[config.mk]
export PLATFORM = sky130hd
export DESIGN_NAME = ccp_mode_select_decode
export DESIGN_NICKNAME = d
export VERILOG_FILES = /design/src/ccp_pkg.sv /design/src/edge_prescaler.sv /design/src/ccp_mode_select_decode.sv
export SDC_FILE = /design/constraint.sdc
export NUM_CORES = 1
export LEC_CHECK = 0
export BUFFER_PORTS_ARGS = -buffer_cell sky130_fd_sc_hd__buf_4
export CORE_ASPECT_RATIO = 0.7
export CORE_UTILIZATION = 30
export DETAILED_ROUTE_END_ITERATION = 16
export PLACE_DENSITY = 0.56
export SLEW_MARGIN = 20
export SYNTH_ARGS = -nofsm -noshare
export SYNTH_HDL_FRONTEND = slang
export SYNTH_SLANG_ARGS = --single-unit
[constraint.sdc]
create_clock -name clock_i -period 1.7 [get_ports clock_i]
set_input_delay 0.085 -clock clock_i [delete_from_list [all_inputs] [get_ports clock_i]]
set_output_delay 0.085 -clock clock_i [all_outputs]
set_load 0.03 [all_outputs]
[src/ccp_pkg.sv]
/*
 * Shared constants and types for the capture/compare/PWM unit.
 * Assumes a single system clock; all inputs are synchronous to it.
 */
package ccp_pkg;
   localparam logic [3:0] MODE_OFF = 4'h0;
   localparam logic [3:0] MODE_CAP_FALL = 4'h4;
   localparam logic [3:0] MODE_CAP_RISE = 4'h5;
   localparam logic [3:0] MODE_CAP_RISE4 = 4'h6;
   localparam logic [3:0] MODE_CAP_RISE16 = 4'h7;
   localparam logic [3:0] MODE_CMP_SET = 4'h8;
   localparam logic [3:0] MODE_CMP_CLR = 4'h9;
   localparam logic [3:0] MODE_CMP_SWI = 4'ha;
   localparam logic [3:0] MODE_CMP_SPECIAL = 4'hb;
   localparam int MODE_FIELD_W = 4;
   localparam int PWM_SEL_HI = 3;
   localparam int PWM_SEL_LO = 2;
   localparam int TIMEBASE_W = 16;
   localparam int DUTY_W = 10;
   localparam logic [3:0] PRESC_DIV4_LAST = 4'h3;
   localparam logic [3:0] PRESC_DIV16_LAST = 4'hf;
   localparam logic [3:0] PRESC_RESET = 4'h0;
   localparam logic [15:0] CAPTURE_RESET = 16'h0000;
   localparam logic [9:0] DUTY_RESET = 10'h000;
   localparam logic PIN_RESET = 1'b0;

   typedef enum logic [1:0] {
      ST_OFF = 2'b00,
      ST_CAPTURE = 2'b01,
      ST_COMPARE = 2'b11,
      ST_PWM = 2'b10
   } unit_state_t;

   typedef struct packed {
      logic [3:0] unit_mode_field;
      logic [1:0] duty_low_bits;
      logic [7:0] duty_high_byte;
   } unit_cfg_t;

   typedef struct packed {
      logic capture_event;
      logic match_event;
      logic timer_clear;
      logic adc_start;
   } unit_events_t;
endpackage

[src/edge_prescaler.sv]
/*
 * Rising-edge prescaler: emits one pulse per 4 or 16 counted edges.
 * Assumes edge_i is already a one-cycle pulse from the caller.
 */
`timescale 1ns/1ps
module edge_prescaler (
   input wire logic clock_i,
   input wire logic arst_n_i,
   input wire logic clear_i,
   input wire logic edge_i,
   input wire logic div16_i,
   output logic fire_o
);
   logic [3:0] count;
   logic [3:0] next_count;
   logic [3:0] last;

   always_comb begin
      last = div16_i ? ccp_pkg::PRESC_DIV16_LAST : ccp_pkg::PRESC_DIV4_LAST;
      next_count = count;
      fire_o = 1'b0;
      if (clear_i) begin
         next_count = ccp_pkg::PRESC_RESET;
      end else if (edge_i) begin
         if (count >= last) begin
            next_count = ccp_pkg::PRESC_RESET;
            fire_o = 1'b1;
         end else begin
            next_count = count + 4'h1;
         end
      end
   end

   always_ff @(posedge clock_i or negedge arst_n_i) begin
      if (!arst_n_i) begin
         count <= ccp_pkg::PRESC_RESET;
      end else begin
         count <= next_count;
      end
   end
endmodule // edge_prescaler

[src/ccp_mode_select_decode.sv]
/*
 * Mode decoder and mode-dependent behaviour of one capture/compare/PWM unit.
 * Assumes the timebase timer, the PWM counter and the converter are outside;
 * all inputs are synchronous to clock_i.
 */
`timescale 1ns/1ps
// Notes on behaviour
// - Mode 0110 captures the timebase once per four rising pin edges.
// - Mode 0111 captures the timebase once per sixteen rising pin edges.
// - Mode 1000 drives the pin high on compare match and sets the flag.
// - Mode 1001 drives the pin low on compare match and sets the flag.
// - Mode 1010 only sets the flag on match; pin stays as it was.
// - Mode 1011 sets the flag, leaves the pin, clears the timebase timer.
// - Second unit also starts a conversion on special event if converter enabled.
// - Mode 0000 disables the unit and clears its capture, pin and duty; the flag is kept.
// - Mode 0100 captures every falling edge, 0101 every rising edge.
// - PWM duty is ten bits: high byte above the two low bits.
module ccp_mode_select_decode #(
   parameter bit IS_SECOND_UNIT = 1'b0
) (
   input wire logic clock_i,
   input wire logic arst_n_i,
   input wire ccp_pkg::unit_cfg_t cfg_i,
   input wire logic [15:0] timebase_timer_i,
   input wire logic [15:0] compare_value_i,
   input wire logic [9:0] pwm_count_i,
   input wire logic unit_io_pin_i,
   input wire logic adc_enabled_i,
   input wire logic flag_clear_i,
   output logic [15:0] capture_value_o,
   output logic unit_match_flag_o,
   output logic unit_io_pin_o,
   output logic unit_io_pin_oe_o,
   output ccp_pkg::unit_events_t events_o,
   output logic [9:0] pwm_duty_o
);
   ccp_pkg::unit_state_t state;
   ccp_pkg::unit_state_t next_state;
   logic pin_prev;
   logic next_pin_prev;
   logic eq_prev;
   logic next_eq_prev;
   logic pin_out;
   logic next_pin_out;
   logic flag;
   logic next_flag;
   logic [15:0] capture;
   logic [15:0] next_capture;
   logic [9:0] duty;
   logic [9:0] next_duty;
   logic rise;
   logic fall;
   logic presc_fire;
   logic presc_clear;
   logic match;
   logic equal_now;
   logic take;
   logic [3:0] mode;
   ccp_pkg::unit_events_t ev;

   function automatic ccp_pkg::unit_state_t decode_mode(input logic [3:0] m);
      if (m[ccp_pkg::PWM_SEL_HI] && m[ccp_pkg::PWM_SEL_LO]) begin
         decode_mode = ccp_pkg::ST_PWM;
      end else if (m[ccp_pkg::PWM_SEL_HI]) begin
         decode_mode = ccp_pkg::ST_COMPARE;
      end else if (m[ccp_pkg::PWM_SEL_LO]) begin
         decode_mode = ccp_pkg::ST_CAPTURE;
      end else begin
         decode_mode = ccp_pkg::ST_OFF;
      end
   endfunction

   assign mode = cfg_i.unit_mode_field;
   assign rise = unit_io_pin_i & ~pin_prev;
   assign fall = ~unit_io_pin_i & pin_prev;
   // Prescaler restarts whenever the mode leaves its divided capture settings
   assign presc_clear = (state != ccp_pkg::ST_CAPTURE) ||
                        (mode != ccp_pkg::MODE_CAP_RISE4 && mode != ccp_pkg::MODE_CAP_RISE16);

   edge_prescaler u_presc (
      .clock_i(clock_i),
      .arst_n_i(arst_n_i),
      .clear_i(presc_clear),
      .edge_i(rise),
      .div16_i(mode == ccp_pkg::MODE_CAP_RISE16),
      .fire_o(presc_fire)
   );

   // Match acts on the first cycle of equality so a timer held still fires once
   assign equal_now = (timebase_timer_i == compare_value_i);
   assign match = (state == ccp_pkg::ST_COMPARE) && (mode[3:2] == 2'b10) &&
                  equal_now && !eq_prev;

   always_comb begin
      take = 1'b0;
      if (state == ccp_pkg::ST_CAPTURE) begin
         unique case (mode)
            ccp_pkg::MODE_CAP_FALL: take = fall;
            ccp_pkg::MODE_CAP_RISE: take = rise;
            ccp_pkg::MODE_CAP_RISE4: take = presc_fire;
            ccp_pkg::MODE_CAP_RISE16: take = presc_fire;
            default: take = 1'b0;
         endcase
      end
   end

   always_comb begin
      ev.capture_event = take;
      ev.match_event = match;
      ev.timer_clear = match && (mode == ccp_pkg::MODE_CMP_SPECIAL);
      ev.adc_start = ev.timer_clear && IS_SECOND_UNIT && adc_enabled_i;
   end

   // Mode group: the state register follows the decoded mode one edge late; within a group a new mode acts at once
   always_comb begin
      next_state = decode_mode(mode);
   end

   always_ff @(posedge clock_i or negedge arst_n_i) begin
      if (!arst_n_i) begin
         state <= ccp_pkg::ST_OFF;
      end else begin
         state <= next_state;
      end
   end

   // History group: last pin level and last equality, for the edge detectors
   always_comb begin
      next_pin_prev = unit_io_pin_i;
      next_eq_prev = equal_now;
   end

   always_ff @(posedge clock_i or negedge arst_n_i) begin
      if (!arst_n_i) begin
         pin_prev <= 1'b0;
         eq_prev <= 1'b0;
      end else begin
         pin_prev <= next_pin_prev;
         eq_prev <= next_eq_prev;
      end
   end

   // Flag group: turning the unit off leaves the flag for software to clear
   always_comb begin
      next_flag = flag;
      if (flag_clear_i) begin
         next_flag = 1'b0;
      end
      // Set after the clear so an event in the clearing cycle survives
      if (take || match) begin
         next_flag = 1'b1;
      end
   end

   always_ff @(posedge clock_i or negedge arst_n_i) begin
      if (!arst_n_i) begin
         flag <= 1'b0;
      end else begin
         flag <= next_flag;
      end
   end

   // Capture group: holds the last captured timebase until the next capture; cleared while the unit is off
   always_comb begin
      next_capture = capture;
      if (state == ccp_pkg::ST_OFF) begin
         next_capture = ccp_pkg::CAPTURE_RESET;
      end else if (take) begin
         next_capture = timebase_timer_i;
      end
   end

   always_ff @(posedge clock_i or negedge arst_n_i) begin
      if (!arst_n_i) begin
         capture <= ccp_pkg::CAPTURE_RESET;
      end else begin
         capture <= next_capture;
      end
   end

   // Output group: pin level and latched duty
   always_comb begin
      next_pin_out = pin_out;
      next_duty = duty;
      unique case (state)
         ccp_pkg::ST_OFF: begin
            next_pin_out = ccp_pkg::PIN_RESET;
            next_duty = ccp_pkg::DUTY_RESET;
         end
         ccp_pkg::ST_CAPTURE: begin
         end
         ccp_pkg::ST_COMPARE: begin
            if (match && mode == ccp_pkg::MODE_CMP_SET) begin
               next_pin_out = 1'b1;
            end else if (match && mode == ccp_pkg::MODE_CMP_CLR) begin
               next_pin_out = 1'b0;
            end
         end
         ccp_pkg::ST_PWM: begin
            next_duty = {cfg_i.duty_high_byte, cfg_i.duty_low_bits};
            // Compares with the duty latched last cycle, so a new duty shows one cycle late
            next_pin_out = (pwm_count_i < duty);
         end
      endcase
   end

   always_ff @(posedge clock_i or negedge arst_n_i) begin
      if (!arst_n_i) begin
         pin_out <= ccp_pkg::PIN_RESET;
         duty <= ccp_pkg::DUTY_RESET;
      end else begin
         pin_out <= next_pin_out;
         duty <= next_duty;
      end
   end

   assign capture_value_o = capture;
   assign unit_match_flag_o = flag;
   assign unit_io_pin_o = pin_out;
   // Pin is driven only while comparing with a pin action or in PWM
   assign unit_io_pin_oe_o = (state == ccp_pkg::ST_PWM) ||
                             ((state == ccp_pkg::ST_COMPARE) && (mode[3:1] == 3'b100));
   assign events_o = ev;
   assign pwm_duty_o = duty;
endmodule // ccp_mode_select_decode

Yosys cells after proc, flatten, opt, wreduce, memory -nomap -nowiden --
Cells that the tools add are included.
Operators by class: reduce and logical (&&, ||, !) cells 21, multiplexer cells 20, eq/ne operators 17, $lt $le $gt $ge 2, add/sub/neg operators 1, bitwise logic cells 4
Operator list (number):
- 16-bit 2-to-1 mux | 2
- 10-bit case mux with 2 select lines | 1
- 16-bit == test | 1
- 4-bit by 3-bit == test with 1-bit output (second input constant) | 4
- 4-bit 2-to-1 mux | 4
- 4-bit == test (second input constant) | 3
- 10-bit less-than comparator | 1
- 1-bit logical AND | 9
- 1-bit 2-to-1 mux | 9
- 4-bit by 3-bit != test with 1-bit output (second input constant) | 2
- 2-bit nonzero test | 4
- 2-bit == test (second input constant) | 3
- 1-bit case mux with 3 select lines | 2
- 4-bit by 1-bit adder with 4-bit output (second input constant) | 1
- 4-bit greater-or-equal comparator | 1
- 2-bit 2-to-1 mux | 2
- 3-bit == test (second input constant) | 1
- 1-bit logical OR | 3
- 3-bit by 1-bit != test with 1-bit output (second input constant) | 1
- 3-bit nonzero test | 1
- 1-bit AND | 2
- 2-bit by 1-bit == test with 1-bit output (second input constant) | 1
- 2-bit zero test | 1
- 2-bit by 1-bit != test with 1-bit output (second input constant) | 1
- other kinds (4) | 5
Storage, ports and cells: input bits 61, logic and storage cells 73, output and inout port bits 33, flip-flop bits (word level) 36

Longest topological paths before layout --
Gate-level depths: netlist (run 1).
depth after elaboration 10, gate-level depth with buffers 12, gate-level depth less buffers 9

By module --
Synthesis (run 1) repeated with hierarchy kept, for this count alone.
Second synthesis, totals: cell total of the unflattened synthesis 182, area total of the unflattened synthesis 2019.4 sq um
By module, submodules not included:
- ccp_mode_select_decode | area each 1734.2 sq um, cells an instance 153, seq. area each 800.8 sq um, instances 1
- edge_prescaler | area each 285.3 sq um, cells an instance 29, seq. area each 100.1 sq um, instances 1

Worst setup path after synthesis (run 1) --
Ideal clock, no wire load.
path kind register -> output, start point register u_presc.count[2], end point output events_o[3] (netlist bit), cell stages (with the launch flop) 10, setup slack -0.011 ns, arrival 1.626 ns, buffers on the path 3, data required time 1.615 ns, path through dfrtp_1 ha_1 a21oi_1 o21ai_1 o211a_1 o21ai_2 buf_6 buf_12 inv_1 buf_4
Between the ends: cells in the longest elaborated chain, start to end 6
Ends and longest elaborated chain:
- start, declared | RTL line edge_prescaler.sv:14 | logic [3:0] count;
- start signal, assigned | RTL line edge_prescaler.sv:36 | count <= ccp_pkg::PRESC_RESET;
- start signal, assigned | RTL line edge_prescaler.sv:38 | count <= next_count;
- 4-bit greater-or-equal comparator | RTL line edge_prescaler.sv:25 | if (count >= last) begin
- 1-bit 2-to-1 mux | RTL line edge_prescaler.sv:25
- 1-bit 2-to-1 mux | RTL line edge_prescaler.sv:24 | end else if (edge_i) begin
- 1-bit 2-to-1 mux | RTL line edge_prescaler.sv:22 | if (clear_i) begin
- 1-bit case mux with 3 select lines | RTL line ccp_mode_select_decode.sv:97 | unique case (mode)
- 1-bit 2-to-1 mux | RTL line ccp_mode_select_decode.sv:96 | if (state == ccp_pkg::ST_CAPTURE) begin
- end, declared | RTL line ccp_mode_select_decode.sv:34 | output ccp_pkg::unit_events_t events_o,
Every way passes these cells.

==> results of run 1 <==
[power by group through the flow]
stage / Combinational [mW] / Sequential [mW] / Clock (mW)
floorplan: 0.212 / 1.06 / 0
global placement: 0.602 / 0.960 / 0
CTS: 0.617 / 0.945 / 0.597
finish: 0.614 / 0.945 / 0.570
global route: 0.678 / 0.952 / 0.633
detailed placement: 0.612 / 0.961 / 0
[flip-flops by register name, indices dropped and copies added (netlist names)]
name               count
unit_match_flag_o      1
capture_value_o       16
pin_prev               1
state                  2
unit_io_pin_o          1
u_presc.count          4
pwm_duty_o            10
eq_prev                1
[metrics by stage]
stage / setup TNS, ns / worst slack [ns] / cell area, um2 / instances / power, mW
floorplan: 0 / 0.00230 / 2150 / 228 / 1.27
finish: -0.332 / -0.0911 / 3160 / 428 / 2.13
CTS: -1.44 / -0.164 / 3120 / 427 / 2.16
global route: -2.21 / -0.189 / 3160 / 428 / 2.26
global placement: -1.18 / -0.110 / 2990 / 416 / 1.56
detailed placement: -2.47 / -0.175 / 2990 / 416 / 1.57
[worst max-delay path by stage]
| stage | to | slack [ns] | cells past startpoint |
|---|---|---|---|
| floorplan | events_o[3] | 0.002 | 9 |
| global placement | events_o[3] | -0.11 | 12 |
| detailed placement | capture_value_o[9]$_DFFE_PN0P_ | -0.17 | 11 |
| CTS | events_o[3] | -0.16 | 8 |
| global route | events_o[3] | -0.19 | 8 |
| finish | events_o[3] | -0.09 | 8 |
[cell type report]
| cell class | instances | area share [%] |
|---|---|---|
| Inverter | 34 | 4.12 |
| Timing Repair Buffer | 109 | 27.0 |
| Clock buffer | 6 | 2.30 |
| Clock inverter | 1 | 0.159 |
| Sequential cell | 36 | 28.5 |
| Multi-Input combinational cell | 148 | 34.2 |
| Tap cell | 94 | 3.73 |
[cell families (layout without fill, tap and decap cells)]
group,Yosys count,count (layout)
AND/OR/NAND/NOR,67,67
buffers and inverters,44,150
flip-flops,36,36
AO/OA/AOI/OAI,33,33
XOR/XNOR,16,16
multiplexers,16,16
adder cells (fa/ha/maj),15,15
other,1,1
[Yosys cell counts, types with 2 or more instances]
| cell | number | share of area, % |
|---|---|---|
| nand2_1 | 38 | 6.7 |
| dfrtp_1 | 36 | 42 |
| inv_1 | 34 | 6.0 |
| mux2i_1 | 16 | 7.5 |
| o21ai_0 | 16 | 3.7 |
| xnor2_1 | 16 | 6.5 |
| ha_1 | 15 | 8.8 |
| nand4_1 | 5 | 1.5 |
| clkbuf_1 | 4 | 0.70 |
| nor2_1 | 4 | 0.70 |
| nor2b_1 | 4 | 1.2 |
| a211oi_1 | 3 | 1.1 |
| buf_4 | 3 | 1.1 |
| nand3_1 | 3 | 0.70 |
| a21oi_1 | 2 | 0.47 |
| and3b_1 | 2 | 0.82 |
| nand2b_1 | 2 | 0.58 |
| o211ai_1 | 2 | 0.70 |
| or2_2 | 2 | 0.58 |
[metal layers]
layer	GRT usage [%]	routed length, um
met3	4.50	461
met4	3.76	43
met1	22.1	2810
met2	22.1	2240
met5	0	0
[worst max-delay path, cell delays in order, from the launching register on]
cell and delay (ns):
dfrtp_1 0.42, ha_4 0.24, a21oi_4 0.14, o21ai_1 0.07
o211a_1 0.13, o21ai_2 0.15, buf_12 0.13, inv_4 0.03
buf_6 0.12
[timing repair]
item                                    CTS  global route
hold buffers                              2             0
setup buffers                             2             1
resized for setup                         4             4
pin swaps                                 4             3
endpoints found under the setup margin    5            19
endpoints found under the hold margin    37             0
==> flow_metrics.env, run 1 <==
export IMPL_outcome="finished with violations"
export IMPL_violations="negative setup slack"
export IMPL_drt_pass1_iter_count=4
export IMPL_reg2reg_depth=8
export IMPL_clkTransAtPathRegs_ns=0.07
export IMPL_netlist_instances=228
export IMPL_avgSynthCellArea_um2=9.40
export IMPL_hp_start="cfg_i[7]"
export IMPL_r2r_start="u_presc.count[2]$_DFFE_PN0P_"
export IMPL_grt_max_degree=37
export IMPL_final_common_cell="buf_4"
export IMPL_post_route_min_period_ns=1.79
export IMPL_clkPwrFrac_pct=26.8
export IMPL_swShare_pct=30.8
export IMPL_endpoint_kind="primary output"
export IMPL_wl_mm=5.56
export IMPL_drc=0
export IMPL_seq_area_frac_synth_pct=42.0
export IMPL_place_hpwl_mm=4.30
export IMPL_core_area_um2=6820
export IMPL_critPathArrivalTime_ns=1.71
export IMPL_synth_simple_area_share_pct=15.9
export IMPL_fp_row_count=25
export IMPL_timing_fmax_mhz=558
export IMPL_synthMuxAreaShare_pct=7.47
export IMPL_clock_path_buffers=2
export IMPL_critPathLaunch="u_presc.count[2]$_DFFE_PN0P_"
export IMPL_async_flop_share_pct=100
export IMPL_fillers=687
export IMPL_n_antenna_cell=0
export IMPL_synth_fa_ha_area_share_pct=8.76
export IMPL_gp_congestion=0.759
export IMPL_grt_overflow=0
export IMPL_antenna_found_initial=0
export IMPL_yosysWarningCount=0
export IMPL_htree_levels=2
export IMPL_min_period_over_period_pct=105
export IMPL_p_per_area_nw_per_um2=674
export IMPL_io_buffers=91
export IMPL_whs_endpoint="pwm_duty_o[9]$_DFFE_PN0P_"
export IMPL_syn_to_final_growth_pct=47.3
export IMPL_grt_pass1_vias=1790
export IMPL_worstHoldPathType="input port to register"
export IMPL_slew_viol_final=0
export IMPL_routedWlPerCell_um=13.0
export IMPL_r2r_end="capture_value_o[9]$_DFFE_PN0P_"
export IMPL_vias=1862
export IMPL_layout_common_cells="buf_4, nand2_1, dfrtp_1"
export IMPL_seq_area_um2=901
export IMPL_p_int_mw=1.47
export IMPL_r2r_setup_slack_ns=-0.05
export IMPL_syn_num_nets=304
export IMPL_finalSetupViolCount=17
export IMPL_cts_made_buffers=5
export IMPL_fin_ws_ns=-0.0911
export IMPL_skew_ns=0.00705
export IMPL_ant_nets=0
export IMPL_synth_xor_area_share_pct=6.54
export IMPL_cp_max_fo=2
export IMPL_synth_compound_area_share_pct=9.81
export IMPL_synth_ff_type="dfrtp_1"
export IMPL_vias_per_cell=4.35
export IMPL_syn_area_um2=2140
export IMPL_cp_start_kind="register"
export IMPL_fin_util_pct=46.3
export IMPL_clk_latency_ns=0.28
export IMPL_synth_top_family_by_area="simple AND/OR/NAND/NOR gates"
export IMPL_maxCapViolations=0
export IMPL_hold_viol=0
export IMPL_cts_root_buf="clkbuf_8"
export IMPL_cts_sinks=36
export IMPL_start_util_pct=31.4
export IMPL_cts_tree="built"
export IMPL_p_switching_mw=0.655
export IMPL_multiInputGateArea_um2=1080
export IMPL_vdd_drop_max_mv=0.278
export IMPL_nets=410
export IMPL_io_pin_count=94
export IMPL_grt_pass1_wl_mm=8.67
export IMPL_p_leak_nw=1.76
export IMPL_drive_gt1_share_pct=37.7
export IMPL_timing_hold_ws_ns=0.0118
export IMPL_die_h_um=72.7
export IMPL_chipWidth_um=103
export IMPL_p_seq_share_pct=44.4
export IMPL_grt_setup_unrepaired="yes"
export IMPL_track_usage_pct=15.2
export IMPL_power_frac_comb_pct=28.8
export IMPL_drtIter0Drc=34
export IMPL_synth_seq_cells=36
export IMPL_crit_type="register to primary output"
export IMPL_hold_depth=3
export IMPL_ys_types=40
export IMPL_dieArea_um2=7490
export IMPL_required_ns=1.62
export IMPL_synth_edf_count=0
Note: power is estimated with default switching activity, not from simulation.
==> inputs of run 2 (changes only) <==
PLACE_DENSITY = 0.57   (was 0.56)
SYNTH_HIERARCHICAL = 1   (was unset)
==> flow_metrics.env, run 2 <==
export IMPL_avgSynthCellArea_um2=11.1
export IMPL_synthMuxAreaShare_pct=0
export IMPL_swShare_pct=30.1
export IMPL_ant_nets=0
export IMPL_syn_area_um2=2020
export IMPL_skew_ns=0.00797
export IMPL_p_switching_mw=0.649
export IMPL_crit_type="register to register"
export IMPL_drt_pass1_iter_count=4
export IMPL_drtIter0Drc=50
export IMPL_synth_xor_area_share_pct=6.94
export IMPL_cts_sinks=36
export IMPL_synth_area_top_cells="dfrtp_1, a22o_1, ha_1, xnor2_1, nand4_1"
export IMPL_synth_top_family_by_area="compound AO/OA/AOI/OAI gates"
export IMPL_violations="negative setup slack"
export IMPL_start_util_pct=31.7
export IMPL_reg2reg_depth=8
export IMPL_synth_seq_cells=36
export IMPL_nets=379
export IMPL_ys_types=39
export IMPL_wl_mm=5.47
export IMPL_syn_num_nets=258
export IMPL_clock_path_buffers=2
export IMPL_grt_max_degree=37
export IMPL_slew_viol_final=0
export IMPL_io_pin_count=94
export IMPL_netlist_instances=182
export IMPL_cts_tree="built"
export IMPL_required_ns=1.86
export IMPL_clkPwrFrac_pct=24.8
export IMPL_cts_made_buffers=5
export IMPL_fin_util_pct=50.7
export IMPL_tns_ns=-5.11
export IMPL_drive_gt1_share_pct=47.8
export IMPL_min_period_over_period_pct=118
export IMPL_vias_per_cell=4.63
export IMPL_endpoint_kind="register"
export IMPL_r2r_setup_slack_ns=-0.31
export IMPL_synth_edf_count=0
export IMPL_hold_viol=0
export IMPL_yosys_top_cells_count="dfrtp_1, a22o_1, xnor2_1"
export IMPL_fin_ws_ns=-0.309
export IMPL_maxCapViolations=0
export IMPL_outcome="finished with violations"
export IMPL_place_hpwl_mm=4.22
export IMPL_htree_levels=2
export IMPL_post_route_min_period_ns=2.01
export IMPL_p_int_mw=1.51
export IMPL_grt_pass1_wl_mm=8.91
export IMPL_clkTransAtPathRegs_ns=0.07
export IMPL_yosysWarningCount=6
export IMPL_dieArea_um2=7070
export IMPL_antenna_found_initial=0
export IMPL_io_buffers=91
export IMPL_p_per_area_nw_per_um2=667
export IMPL_final_common_cell="buf_4"
export IMPL_synth_simple_area_share_pct=14.9
export IMPL_critPathLaunch="u_presc/count[3]$_DFFE_PN0P_"
export IMPL_cp_start_kind="register"
export IMPL_vdd_drop_max_mv=0.294
export IMPL_hp_start="cfg_i[5]"
export IMPL_gp_congestion=0.758
export IMPL_power_frac_comb_pct=30.8
export IMPL_synth_ff_type="dfrtp_1"
export IMPL_syn_to_final_growth_pct=59.9
export IMPL_drc=0
export IMPL_p_seq_share_pct=44.4
export IMPL_clk_latency_ns=0.28
export IMPL_routedWlPerCell_um=14.0
export IMPL_p_leak_nw=1.58
export IMPL_fillers=625
export IMPL_post_synth_top_count_cell="dfrtp_1"
export IMPL_n_antenna_cell=0
export IMPL_vias=1813
export IMPL_grt_overflow=0
export IMPL_core_area_um2=6370
export IMPL_r2r_start="u_presc/count[3]$_DFFE_PN0P_"
export IMPL_async_flop_share_pct=100
export IMPL_synth_compound_area_share_pct=18.8
export IMPL_place_ws_ns=-0.545
export IMPL_grt_pass1_vias=1809
export IMPL_critPathArrivalTime_ns=2.17
export IMPL_track_usage_pct=16.2
export IMPL_seq_area_frac_synth_pct=44.6
export IMPL_cp_max_fo=16
export IMPL_fp_row_count=24
export IMPL_die_h_um=70.6
export IMPL_largest_reg_flops=16
export IMPL_hold_depth=2
export IMPL_timing_fmax_mhz=498
export IMPL_grt_setup_unrepaired="yes"
export IMPL_r2r_end="capture_value_o[10]$_DFFE_PN0P_"
export IMPL_whs_endpoint="pwm_duty_o[7]$_DFFE_PN0P_"
export IMPL_synth_top_area_cell="dfrtp_1"
export IMPL_cts_root_buf="clkbuf_8"
export IMPL_worstHoldPathType="input port to register"
export IMPL_chipWidth_um=100
export IMPL_total_power_mw=2.15
export IMPL_layout_common_cells="buf_4, dfrtp_1, a22o_1"
export IMPL_finalSetupViolCount=18
export IMPL_synth_fa_ha_area_share_pct=9.29
export IMPL_synth_top_area_share_pct=44.6
## run 2: worst max-delay path by stage
| stage | endpoint | slack, ns |
|---|---|---|
| 2_1_floorplan | capture_value_o[0]$_DFFE_PN0P_ | -0.35 |
| 6_report | capture_value_o[10]$_DFFE_PN0P_ | -0.31 |
| 4_1_cts | capture_value_o[10]$_DFFE_PN0P_ | -0.33 |
| 3_3_place_gp | capture_value_o[15]$_DFFE_PN0P_ | -0.49 |
| 3_5_place_dp | capture_value_o[8]$_DFFE_PN0P_ | -0.54 |
| 5_1_grt | capture_value_o[12]$_DFFE_PN0P_ | -0.39 |
## run 2: critical path, cell delays in order (launching register included)
cell     delay, ns
dfrtp_1       0.42
ha_4          0.31
nand3_4       0.07
a21oi_2       0.13
nor2b_2       0.05
or3b_1        0.36
a21o_1        0.19
buf_12        0.15
a22o_1        0.19
## run 2: timing repair
action,in CTS,in global routing
hold endpoints to repair,37,0
pin swaps,2,4
endpoints found under the setup margin,19,20
cloned,1,0
setup buffers,3,2
gates resized for setup,9,0
hold buffers,2,0
## run 2: metal layers
layer | global-route usage (%) | vias up | wire, um | part of all wire [%]
met5 | 0 | - | 0 | 0
met4 | 3.54 | 0 | 33 | 0.60
met3 | 4.64 | 4 | 404 | 7.4
met2 | 24.3 | 69 | 2310 | 42
met1 | 23.2 | 841 | 2720 | 50
li1 | - | 899 | - | -
## run 2: cells by family (layout without fill, tap and decap cells)
logic type / after synthesis / in the layout
XOR/XNOR: 16 / 16
other: 1 / 1
AND/OR/NAND/NOR: 44 / 44
buffers and inverters: 23 / 142
flip-flops: 36 / 36
adder cells (fa/ha/maj): 15 / 15
AO/OA/AOI/OAI: 47 / 47
## run 2: power groups by stage
stage                     Sequential, mW  Combinational (mW)  Clock, mW
after floorplan                     1.07               0.240          0
after global placement             0.973               0.646          0
after detailed placement           0.973               0.658          0
after CTS                          0.958               0.669      0.552
after global routing               0.964               0.725      0.577
final                              0.957               0.663      0.534
## run 2: area by class of cell
class | instances | area, um2 | area share (%)
clock buffer | 5 | 68.8 | 2.13
inverter | 15 | 71.3 | 2.21
multi-input combinational | 123 | 1080 | 33.4
sequential | 36 | 901 | 27.9
tap | 91 | 114 | 3.53
timing repair buffer | 122 | 993 | 30.8
## run 2: through the flow
| stage | cells | hold WS, ns | cell area (um2) |
|---|---|---|---|
| after CTS | 390 | 0.0150 | 3210 |
| final | 392 | 0.0210 | 3230 |
| after global routing | 392 | 0.0143 | 3230 |
| after global placement | 379 | 0.0768 | 3040 |
| after floorplan | 182 | -0.211 | 2120 |
| after detailed placement | 379 | 0.0844 | 3040 |
==> inputs of run 3 (changes only) <==
SKIP_LAST_GASP = 1   (was unset)
==> flow_metrics.env, run 3 (synthesis gave the netlist of run 2 again) <==
export IMPL_timing_hold_ws_ns=0.0197
export IMPL_cts_tree="built"
export IMPL_maxCapViolations=0
export IMPL_skew_ns=0.00704
export IMPL_htree_levels=2
export IMPL_endpoint_kind="register"
export IMPL_multiInputGateArea_um2=1080
export IMPL_routedWlPerCell_um=14.0
export IMPL_post_route_min_period_ns=2.01
export IMPL_tns_ns=-5.15
export IMPL_io_pin_count=94
export IMPL_core_area_um2=6370
export IMPL_fp_row_count=24
export IMPL_p_per_area_nw_per_um2=671
export IMPL_drive_gt1_share_pct=47.7
export IMPL_final_common_cell="buf_4"
export IMPL_cp_buffers_inverters=1
export IMPL_io_buffers=91
export IMPL_reg2reg_depth=8
export IMPL_wl_mm=5.46
export IMPL_dp_cells=379
export IMPL_n_antenna_cell=0
export IMPL_grt_overflow=0
export IMPL_drc=0
export IMPL_postLayoutCellArea_um2=3210
export IMPL_worstHoldPathType="input port to register"
export IMPL_required_ns=1.86
export IMPL_slowest_stage="dfrtp_1"
export IMPL_largest_reg_flops=16
export IMPL_chipWidth_um=100
export IMPL_grt_setup_unrepaired="yes"
export IMPL_cp_start_kind="register"
export IMPL_dieArea_um2=7070
export IMPL_whs_endpoint="pwm_duty_o[7]$_DFFE_PN0P_"
export IMPL_r2r_start="u_presc/count[3]$_DFFE_PN0P_"
export IMPL_fin_ws_ns=-0.309
export IMPL_cts_sinks=36
export IMPL_die_h_um=70.6
export IMPL_clk_latency_ns=0.28
export IMPL_total_power_mw=2.16
export IMPL_cts_root_buf="clkbuf_8"
export IMPL_hold_depth=2
export IMPL_start_util_pct=31.7
export IMPL_path_cells="ha_4, nand3_4, a21oi_2, nor2b_2, or3b_1, a21o_1, buf_12, a22o_1"
export IMPL_vias=1814
export IMPL_fin_util_pct=50.5
export IMPL_timing_fmax_mhz=498
export IMPL_place_ws_ns=-0.545
export IMPL_violations="negative setup slack"
export IMPL_grt_pass1_vias=1806
export IMPL_fin_cells=391
export IMPL_critPathTopFamily="compound AO/OA/AOI/OAI gates"
export IMPL_crit_type="register to register"
export IMPL_seq_area_um2=901
export IMPL_antenna_found_initial=0
export IMPL_syn_to_final_growth_pct=59.1
export IMPL_cp_max_fo=16
export IMPL_finalSetupViolCount=18
export IMPL_outcome="finished with violations"
export IMPL_critPathArrivalTime_ns=2.17
export IMPL_vdd_drop_max_mv=0.295
export IMPL_clkTransAtPathRegs_ns=0.07
export IMPL_dpl_cell_area_um2=3040
export IMPL_r2r_setup_slack_ns=-0.31
export IMPL_gp_congestion=0.758
export IMPL_drtIter0Drc=45
export IMPL_cts_made_buffers=5
export IMPL_p_leak_nw=1.57
export IMPL_hold_viol=0
export IMPL_track_usage_pct=16.2
export IMPL_place_hpwl_mm=4.22
export IMPL_ant_nets=0
export IMPL_grt_pass1_wl_mm=8.91
export IMPL_clock_path_buffers=2
export IMPL_critPathMaxStageDelay_ns=0.42
export IMPL_r2r_end="capture_value_o[10]$_DFFE_PN0P_"
export IMPL_nets=378
export IMPL_fillers=625
export IMPL_layout_common_cells="buf_4, dfrtp_1, a22o_1"
export IMPL_grt_max_degree=37
export IMPL_vias_per_cell=4.64
export IMPL_drt_pass1_iter_count=4
export IMPL_slew_viol_final=0
export IMPL_min_period_over_period_pct=118
export IMPL_hp_start="cfg_i[5]"
run 3: metal layers:
metal | GRT usage, % | part of all wire [%] | wire, um
met1 | 23.2 | 50 | 2720
met2 | 24.3 | 42 | 2300
met3 | 4.64 | 7.5 | 407
met4 | 3.54 | 0.62 | 34
met5 | 0 | 0 | 0
run 3: repair_timing:
item,CTS,global route
pin swaps,2,4
buffers inserted,3,1
cloned,1,0
resized for setup,7,0
setup endpoints to repair,19,20
endpoints found under the hold margin,37,0
hold buffers,2,0
run 3: worst max path at each step:
| stage | start | to | slack [ns] | cells past startpoint |
|---|---|---|---|---|
| finish | u_presc/count[3]$_DFFE_PN0P_ | capture_value_o[10]$_DFFE_PN0P_ | -0.31 | 8 |
| global placement | cfg_i[13] | capture_value_o[15]$_DFFE_PN0P_ | -0.49 | 13 |
| floorplan | cfg_i[13] | capture_value_o[0]$_DFFE_PN0P_ | -0.35 | 12 |
| global route | u_presc/count[3]$_DFFE_PN0P_ | capture_value_o[12]$_DFFE_PN0P_ | -0.39 | 8 |
| CTS | u_presc/count[3]$_DFFE_PN0P_ | capture_value_o[10]$_DFFE_PN0P_ | -0.33 | 8 |
| detailed placement | cfg_i[13] | capture_value_o[8]$_DFFE_PN0P_ | -0.54 | 13 |
run 3: area by class of cell:
class / instances / share of cell area, %
clock buffers: 5 / 2.14
repair buffers: 121 / 30.5
multi-input cells: 123 / 33.6
flip-flops and latches: 36 / 28.0
inverters: 15 / 2.22
well taps: 91 / 3.54
run 3: power breakdown:
group	switching [mW]	total (mW)	internal [mW]	leakage [nW]
sequential	0.0421	0.957	0.915	0.480
combinational	0.336	0.662	0.326	1.06
clock	0.272	0.536	0.264	0.0359
total	0.651	2.16	1.51	1.57
